$ cat src/bhsc_pkg.sv
package bhsc_pkg;

  // data address generator register kinds
  localparam logic [1:0] DAG_KIND_IDX = 2'h0;
  localparam logic [1:0] DAG_KIND_MOD = 2'h1;
  localparam logic [1:0] DAG_KIND_BASE = 2'h2;
  localparam logic [1:0] DAG_KIND_LEN = 2'h3;

  // flag source bit positions within flag_wr
  localparam int FLAG_ALU = 0;
  localparam int FLAG_MUL = 1;
  localparam int FLAG_BTF = 2;

  typedef enum logic [1:0] {
    COND_NONE = 2'b00,
    COND_ALU = 2'b01,
    COND_MUL = 2'b10,
    COND_BTF = 2'b11
  } bhsc_cond_e;

  // stall and overhead counts in cycles
  localparam logic [1:0] STALL_NONE = 2'h0;
  localparam logic [1:0] STALL_ONE = 2'h1;
  localparam logic [1:0] STALL_TWO = 2'h2;
  localparam logic [1:0] BR_OVERHEAD = 2'h3;

  // loop body lengths that need a settling cycle
  localparam logic [15:0] LOOP_LEN_ONE = 16'h0001;
  localparam logic [15:0] LOOP_LEN_TWO = 16'h0002;
  localparam logic [15:0] LOOP_LEN_FOUR = 16'h0004;

  typedef struct packed {
    logic valid;
    logic dag_wr;
    logic [1:0] dag_kind;
    logic [3:0] dag_num;
    logic ag_use;
    logic [3:0] ag_idx;
    logic [3:0] ag_mod;
    logic ind_br;
    logic cond_br;
    bhsc_cond_e cond_src;
    logic [2:0] flag_wr;
    logic stat_wr;
    logic lce_dep;
    logic cpm;
    logic fp_mul;
    logic fx_use;
    logic loop_abort;
    logic loop_short;
    logic ret;
    logic ret_loop_end;
  } bhsc_ins_s;

  typedef struct packed {
    bhsc_ins_s dec;
    bhsc_ins_s adr;
    bhsc_ins_s exe;
    logic [1:0] stall_cnt;
    logic [1:0] flush_cnt;
    logic hold;
    logic flush;
    logic pc_pop;
  } bhsc_state_s;

endpackage : bhsc_pkg

$ cat src/bhsc_dag_match.sv
`timescale 1ns/1ps
module bhsc_dag_match
  import bhsc_pkg::*;
(
  input wire logic prod_valid,
  input wire logic prod_dag_wr,
  input wire logic [1:0] prod_kind,
  input wire logic [3:0] prod_num,
  input wire logic cons_ind_br,
  input wire logic [3:0] cons_idx,
  input wire logic [3:0] cons_mod,
  output logic hit
);

  logic wr_ok;

  assign wr_ok = prod_valid && prod_dag_wr && cons_ind_br;

  // modify registers match only themselves; index, base and length
  // share the index number of the same generator
  always_comb begin
    if (prod_kind == DAG_KIND_MOD) begin
      hit = wr_ok && (prod_num == cons_mod);
    end else begin
      hit = wr_ok && (prod_num == cons_idx);
    end
  end

endmodule : bhsc_dag_match

$ cat src/bhsc_flag_dep.sv
`timescale 1ns/1ps
module bhsc_flag_dep
  import bhsc_pkg::*;
(
  input wire logic prod_valid,
  input wire logic [2:0] prod_flag_wr,
  input wire logic prod_stat_wr,
  input wire logic cons_cond_br,
  input wire bhsc_cond_e cons_cond,
  output logic dep
);

  logic src_hit;

  // explicit status writes touch every flag source
  always_comb begin
    unique case (cons_cond)
      COND_ALU: src_hit = prod_flag_wr[FLAG_ALU];
      COND_MUL: src_hit = prod_flag_wr[FLAG_MUL];
      COND_BTF: src_hit = prod_flag_wr[FLAG_BTF];
      COND_NONE: src_hit = 1'b0;
    endcase
  end

  assign dep = prod_valid && cons_cond_br && (src_hit || prod_stat_wr);

endmodule : bhsc_flag_dep

$ cat src/bhsc_stall_ctrl.sv
`timescale 1ns/1ps
// Notes on behaviour
// - five stages fetch1, fetch2, decode, address, execute; loads land end of execute
// - indirect branch right after its generator register load stalls two cycles
// - one unrelated instruction between load and indirect branch gives one stall
// - producer keeps moving; dependent and younger instructions wait behind it
// - taken jump or call costs three overhead cycles after any hazard stall
// - conditional branch right after a flag-setting compute stalls one cycle
// - taken conditional return adds three overhead cycles and pops the return stack
// - multiplier flag condition after a multiplier compute adds one more stall
// - not-expired loop branch followed by a loop-count changer stalls two cycles
// - same loop-count dependency on a non-branch stalls one cycle only
// - normal loop-back decrement never raises a loop-count stall
// - flag write, conditional post-modify, then same index use stalls two
// - one gap in that chain gives one stall, two gaps give none
// - flag dependency matches only the source that drives the condition, or an explicit status write
// - several causes at once may cost extra cycles; here they merge by max
// - fixed-point compute right after a float multiply stalls one cycle
// - loop-abort jump stalls one cycle while in the address stage
// - counted loop setup for a one, two or four instruction body stalls one cycle
// - return landing on a loop end stalls one cycle in the address stage
// - modify register load stalls only on reuse of that same register
module bhsc_stall_ctrl
  import bhsc_pkg::*;
(
  input wire logic sys_clk,
  input wire logic nrst,
  input wire logic f2_valid,
  input wire logic f2_dag_wr,
  input wire logic [1:0] f2_dag_kind,
  input wire logic [3:0] f2_dag_num,
  input wire logic f2_ag_use,
  input wire logic [3:0] f2_ag_idx,
  input wire logic [3:0] f2_ag_mod,
  input wire logic f2_ind_br,
  input wire logic f2_cond_br,
  input wire bhsc_cond_e f2_cond_src,
  input wire logic [2:0] f2_flag_wr,
  input wire logic f2_stat_wr,
  input wire logic f2_lce_dep,
  input wire logic f2_cpm,
  input wire logic f2_fp_mul,
  input wire logic f2_fx_use,
  input wire logic f2_loop_abort,
  input wire logic f2_loop_setup,
  input wire logic f2_loop_ctr,
  input wire logic [15:0] f2_loop_len,
  input wire logic f2_ret,
  input wire logic f2_ret_loop_end,
  input wire logic f1_lce_chg,
  input wire logic adr_taken,
  output logic hold_front,
  output logic flush_front,
  output logic pc_pop,
  output logic adr_valid,
  output logic exe_valid
);

  bhsc_state_s s_q;
  bhsc_state_s s_d;
  bhsc_ins_s nx;
  logic hit1;
  logic hit2;
  logic dep1;
  logic taken;
  logic shift;
  logic fm2;
  logic fm3;
  logic same1;
  logic same2;
  logic [1:0] st_dag;
  logic [1:0] st_flag;
  logic [1:0] st_lce;
  logic [1:0] st_cpm;
  logic [1:0] st_misc;
  logic [1:0] n_stall;

  function automatic logic [1:0] max2(input logic [1:0] a,
                                      input logic [1:0] b);
    max2 = (a > b) ? a : b;
  endfunction : max2

  // instruction arriving from fetch2 into decode
  always_comb begin
    nx = '0;
    nx.valid = f2_valid;
    nx.dag_wr = f2_dag_wr;
    nx.dag_kind = f2_dag_kind;
    nx.dag_num = f2_dag_num;
    nx.ag_use = f2_ag_use;
    nx.ag_idx = f2_ag_idx;
    nx.ag_mod = f2_ag_mod;
    nx.ind_br = f2_ind_br;
    nx.cond_br = f2_cond_br;
    nx.cond_src = f2_cond_src;
    nx.flag_wr = f2_flag_wr;
    nx.stat_wr = f2_stat_wr;
    nx.lce_dep = f2_lce_dep;
    nx.cpm = f2_cpm;
    nx.fp_mul = f2_fp_mul;
    nx.fx_use = f2_fx_use;
    nx.loop_abort = f2_loop_abort;
    nx.loop_short = f2_loop_setup && f2_loop_ctr &&
                    (f2_loop_len == LOOP_LEN_ONE ||
                     f2_loop_len == LOOP_LEN_TWO ||
                     f2_loop_len == LOOP_LEN_FOUR);
    nx.ret = f2_ret;
    nx.ret_loop_end = f2_ret_loop_end;
  end

  // decode instruction moves to address, so it is one ahead of nx
  bhsc_dag_match u_dag_near (
    .prod_valid(s_q.dec.valid),
    .prod_dag_wr(s_q.dec.dag_wr),
    .prod_kind(s_q.dec.dag_kind),
    .prod_num(s_q.dec.dag_num),
    .cons_ind_br(nx.ind_br),
    .cons_idx(nx.ag_idx),
    .cons_mod(nx.ag_mod),
    .hit(hit1)
  );

  bhsc_dag_match u_dag_far (
    .prod_valid(s_q.adr.valid),
    .prod_dag_wr(s_q.adr.dag_wr),
    .prod_kind(s_q.adr.dag_kind),
    .prod_num(s_q.adr.dag_num),
    .cons_ind_br(nx.ind_br),
    .cons_idx(nx.ag_idx),
    .cons_mod(nx.ag_mod),
    .hit(hit2)
  );

  bhsc_flag_dep u_flag_dep (
    .prod_valid(s_q.dec.valid),
    .prod_flag_wr(s_q.dec.flag_wr),
    .prod_stat_wr(s_q.dec.stat_wr),
    .cons_cond_br(nx.cond_br),
    .cons_cond(nx.cond_src),
    .dep(dep1)
  );

  assign taken = s_q.adr.valid && adr_taken;
  assign shift = !taken && s_q.stall_cnt == STALL_NONE &&
                 s_q.flush_cnt == STALL_NONE;

  // any flag writer two or three slots ahead
  assign fm2 = s_q.adr.valid && ((|s_q.adr.flag_wr) || s_q.adr.stat_wr);
  assign fm3 = s_q.exe.valid && ((|s_q.exe.flag_wr) || s_q.exe.stat_wr);
  assign same1 = s_q.dec.valid && s_q.dec.cpm &&
                 s_q.dec.ag_idx == nx.ag_idx;
  assign same2 = s_q.adr.valid && s_q.adr.cpm &&
                 s_q.adr.ag_idx == nx.ag_idx;

  always_comb begin
    st_dag = STALL_NONE;
    if (nx.valid && hit1) begin
      st_dag = STALL_TWO;
    end else if (nx.valid && hit2) begin
      st_dag = STALL_ONE;
    end
    st_flag = STALL_NONE;
    if (nx.valid && dep1) begin
      // flags sampled in address, written at end of execute
      st_flag = (nx.cond_src == COND_MUL) ? STALL_TWO : STALL_ONE;
    end
    st_lce = STALL_NONE;
    // only instruction-driven changes assert f1_lce_chg, never loop-back
    if (nx.valid && nx.lce_dep && f1_lce_chg) begin
      st_lce = nx.cond_br ? STALL_TWO : STALL_ONE;
    end
    st_cpm = STALL_NONE;
    if (nx.valid && nx.ag_use) begin
      if (same1 && fm2) begin
        st_cpm = STALL_TWO;
      end else if ((same1 && fm3) || (same2 && fm3)) begin
        st_cpm = STALL_ONE;
      end
    end
    st_misc = STALL_NONE;
    if (nx.valid && nx.fx_use && s_q.dec.valid && s_q.dec.fp_mul) begin
      st_misc = STALL_ONE;
    end
    // these sit in address next cycle and hold everything behind
    if (s_q.dec.valid && (s_q.dec.loop_abort || s_q.dec.loop_short ||
                          s_q.dec.ret_loop_end)) begin
      st_misc = STALL_ONE;
    end
    // causes merge by maximum; cheaper than summing, still covers all
    n_stall = max2(max2(st_dag, st_flag),
                   max2(st_lce, max2(st_cpm, st_misc)));
  end

  always_comb begin
    s_d = s_q;
    s_d.pc_pop = 1'b0;
    if (taken) begin
      // younger work behind a taken branch is dropped
      s_d.exe = s_q.adr;
      s_d.adr = '0;
      s_d.dec = '0;
      s_d.stall_cnt = STALL_NONE;
      // count covers all three overhead cycles so fetch stays refused
      s_d.flush_cnt = BR_OVERHEAD;
      s_d.flush = 1'b1;
      s_d.hold = 1'b0;
      s_d.pc_pop = s_q.adr.ret;
    end else if (s_q.flush_cnt != STALL_NONE) begin
      s_d.exe = s_q.adr;
      s_d.adr = s_q.dec;
      s_d.dec = '0;
      s_d.flush_cnt = s_q.flush_cnt - STALL_ONE;
      s_d.flush = (s_q.flush_cnt != STALL_ONE);
      s_d.hold = 1'b0;
    end else if (s_q.stall_cnt != STALL_NONE) begin
      // producer drains, dependent waits in decode
      s_d.exe = s_q.adr;
      s_d.adr = '0;
      s_d.stall_cnt = s_q.stall_cnt - STALL_ONE;
      s_d.hold = (s_q.stall_cnt != STALL_ONE);
      s_d.flush = 1'b0;
    end else begin
      // normal advance of the five stage flow
      s_d.exe = s_q.adr;
      s_d.adr = s_q.dec;
      s_d.dec = nx;
      s_d.stall_cnt = n_stall;
      s_d.hold = (n_stall != STALL_NONE);
      s_d.flush = 1'b0;
    end
  end

  always_ff @(posedge sys_clk) begin
    if (!nrst) begin
      s_q <= '0;
    end else begin
      s_q <= s_d;
    end
  end

  assign hold_front = s_q.hold;
  assign flush_front = s_q.flush;
  assign pc_pop = s_q.pc_pop;
  assign adr_valid = s_q.adr.valid;
  assign exe_valid = s_q.exe.valid;
endmodule : bhsc_stall_ctrl

$ cat config.mk
export PLATFORM = sky130hd
export DESIGN_NAME = bhsc_stall_ctrl
export DESIGN_NICKNAME = d
export VERILOG_FILES = /design/src/bhsc_pkg.sv /design/src/bhsc_dag_match.sv /design/src/bhsc_flag_dep.sv /design/src/bhsc_stall_ctrl.sv
export SDC_FILE = /design/constraint.sdc
export NUM_CORES = 1
export LEC_CHECK = 0
export BUFFER_PORTS_ARGS = -buffer_cell sky130_fd_sc_hd__buf_2
export CELL_PAD_IN_SITES_DETAIL_PLACEMENT = 1
export CELL_PAD_IN_SITES_GLOBAL_PLACEMENT = 2
export CORE_AREA = 2 2 90 92
export DETAILED_ROUTE_END_ITERATION = 8
export DIE_AREA = 0 0 92 94
export PLACE_DENSITY = 0.92
export SLEW_MARGIN = 20
export SYNTH_ARGS = -nofsm -noshare
export SYNTH_HDL_FRONTEND = slang
export SYNTH_SLANG_ARGS = --single-unit
$ cat constraint.sdc
create_clock -name sys_clk -period 8.1 [get_ports sys_clk]
set_input_delay 1.215 -clock sys_clk [delete_from_list [all_inputs] [get_ports sys_clk]]
set_output_delay 1.215 -clock sys_clk [all_outputs]
set_load 0.02 [all_outputs]
==> impl_results.md <==
* Outcome: completed
* Net Count, Synth at 358
* Vias in the first global route at 2330
* First-pass GRT wire length at 10940 µm
* Fin Setup TNS at 0 ns
* Setup violators final at 0
* Post-CTS sizing at 0
* WS Path Type: primary input to register
* Total clock sinks at 52
* Register area at 1041 µm²
* Logic gate share of total power at 26.8%
* Post-synthesis sequential area ratio at 41.33%
* CP Buf/Inv Count at 4
* CTS tree: built
* Minimum clock period at 5.610 ns
* First DRT Iteration DRCs at 88
* Routed wire length at 6449 µm
* Area after DPL at 2887 µm²
* Max Cap Violations at 0
* Hold Path Class: register to register
* H-tree depth at 2
* Largest net degree at the start of global routing at 25
* Grt total ovfl at 0
* Post-synth EDFFs at 0
* Final setup margin at 2.490 ns
* Total core area at 7607 µm²
* Drt pass-1 iters at 4
* Hold Fails Final Rpt at 0
* Gpl congestion at 0.8016
* Cts hold-fix bufs at 0
* Fin crit share at 69.26%
* Leak at 1.282 nW
* Vias per cell at 4.804
* RSZ-0062 raised after global routing: false
* Antenna violations before repair at 0
* #FFs+latches synth at 52
* I/O pin cnt at 59
* Share of cells above drive strength 1 at 22.25%
* Family with the most delay on the worst path: compound AO/OA/AOI/OAI gates
* DIE AREA at 8648 µm²
* CP Launch Type: primary input
* Overall Global Routing Usage at 16.02%
* Synth-to-layout area growth at 19.32%
* Seq pwr share at 47.2%
* Largest area contributor in the netlist: dfxtp_1
* DRC at 0
* Worst-path clk slew at 0.10 ns
* Clock buffer depth at 2
* Synth Flop Type: dfxtp_1
* Via count at 2152
* Die Height at 94 µm
* Netlist Area Pre-Place at 2519 µm²
* Synth unique cells at 44
* CP Data Arrival Time at 5.80 ns
* Multi-input combinational cell area at 1375 µm²
* Pre-CTS setup slack at 2.193 ns
* PnR Total Power at 0.6977 mW
* Crit-path max FO at 6
* Ranking of synthesized cells by area: dfxtp_1, nand2_1, ha_1
* Initial core utilization at 33.11%
* PortBufs at 58
* Post-layout nets at 411
* Max-slew headroom at 37.10%
* Fill cells at 960
* Peak supply drop at 0.08185 mV
* Final ANT Viol Nets at 0
* Yosys synthesis warning count at 0
* Layout Cell Area excl Fill at 3005 µm²
* Synth async-reset ratio at 0%
* Critical path required time at 8.29 ns
* Worst path cell trace: buf_2, xnor2_1, nand3_1, nor3_1, mux2i_2, inv_1, ha_1, nor2_1, mux2i_1, inv_1, ha_1, inv_1, o22ai_1, and2b_1, a21oi_1, ha_1, a2bb2oi_1, nor3_1, a31o_2, a311oi_2, a311oi_1
* Fin util at 39.51%
* Syn Inst Count at 292
* Slowest stage cell on the critical path: a2bb2oi_1
* Syn Area/Cell at 8.626 µm²
* Synth top area share at 41.33%
* PD cells at 232.2 nW/µm²
* Die W at 92 µm
* N_diodes at 0
* Achievable Freq at 178.2 MHz
* Post-CTS setup buffer count at 0
* Clk_skew at 0.009859 ns
* Slew at the pin closest to its max-slew limit at 0.9409 ns
* Clock share of power at 26.0%
* P_int at 0.4725 mW
* Row cnt at 32
* Wire length per cell at 14.40 µm
* Net Sw Frac at 32.28%
* CP Capture Type: register
* Psw at 0.2252 mW
* Worst skew pair latency at 0.31 ns
* Num CTS Buffers at 5
* Critical Path Max Stage Delay at 0.46 ns
* Post-DP HPWL at 4871 µm
* Clock root cell: clkbuf_8
* Max-slew violation count at 0
[state kept, by name, summed over array words and instances (netlist names)]
register / cells
s_q: 47
exe_valid: 1
hold_front: 1
flush_front: 1
adr_valid: 1
pc_pop: 1
[per-stage QoR]
step / hold WS [ns] / std cells
floorplan: 0.4296 / 292
global placement: 0.4440 / 440
detailed placement: 0.4500 / 440
CTS: 0.4661 / 448
global route: 0.4885 / 448
finish: 0.4653 / 448
[synthesized netlist by cell type, types with 2 or more instances]
cell type,instances
dfxtp_1,52
inv_1,13
o211ai_1,2
xor2_1,7
clkbuf_1,10
nor4b_1,2
o21a_1,2
nor4_1,3
xnor2_1,11
o21ai_0,3
nand2_1,49
and2b_1,2
a21boi_0,3
nand4_1,8
nor2_1,12
mux2_2,2
mux2i_1,8
nor3_1,7
nor2b_1,6
nand3_1,6
o22ai_1,2
ha_1,12
a21oi_1,26
and2_1,23
buf_4,2
[worst paths after layout]
kind	startpoint	to	slack, ns	cells after the start
max	f2_ag_idx[2]	s_q[5]	2.49	21
min	s_q[73]	s_q[73]	0.47	2
max reg2reg	s_q[50]	s_q[5]	3.19	19
min reg2reg	s_q[73]	s_q[73]	0.47	2
[routing by layer]
layer / vias to the layer above / GRT usage [%] / wire length [µm]
li1: 1093 / - / -
met4: 0 / 3.731 / 55
met1: 1008 / 19.78 / 3044
met3: 4 / 3.130 / 245
met2: 47 / 28.80 / 3104
met5: - / 0 / 0
[cell type report]
| class | count | area share (%) |
|---|---|---|
| clock buffers | 5 | 2.290 |
| clock inverters | 3 | 1.540 |
| inverters | 13 | 1.624 |
| multi-input cells | 214 | 45.75 |
| flip-flops and latches | 52 | 34.64 |
| well taps | 102 | 4.246 |
| repair buffers | 59 | 9.908 |
[power by group through the flow]
stage	sequential (mW)	combinational (mW)	clock [mW]
3_5_place_dp	0.335	0.188	0
5_1_grt	0.335	0.214	0.198
6_report	0.329	0.187	0.182
4_1_cts	0.329	0.190	0.185
3_3_place_gp	0.333	0.181	0
2_1_floorplan	0.328	0.137	0
[worst register-to-register path: cells and delay by family (launching register included)]
kind / cells / cell delay (ns)
AOI/OAI and AO/OA: 7 / 1.91
adders and majority gates: 3 / 0.82
buffers and inverters: 3 / 0.17
DFF: 1 / 0.33
muxes: 2 / 0.52
and+or+nand+nor: 4 / 1.05
[kinds of logic (layout without fill, tap and decap cells)]
logic type	Yosys count	in the layout	synth area share [%]
fa+ha+maj	12	12	5.961
buf+inv	26	80	4.222
flops	52	52	41.33
compound gates	46	46	11.33
xor+xnor	18	18	6.259
mux	11	11	4.620
simple gates	127	127	26.28
[layout by cell type, fill, tap and decap left out, types with 3 or more instances in the layout]
cell,n
mux2i_1,8
nor4_1,3
nor2_1,12
buf_2,58
dfxtp_1,52
ha_1,12
o21ai_0,3
clkbuf_8,5
nor2b_1,6
xnor2_1,11
nor3_1,7
nand3_1,6
a21boi_0,3
inv_1,13
a21oi_1,25
xor2_1,7
nand2_1,49
and2_1,23
nand4_1,8
(Power assumes the default switching activity.)
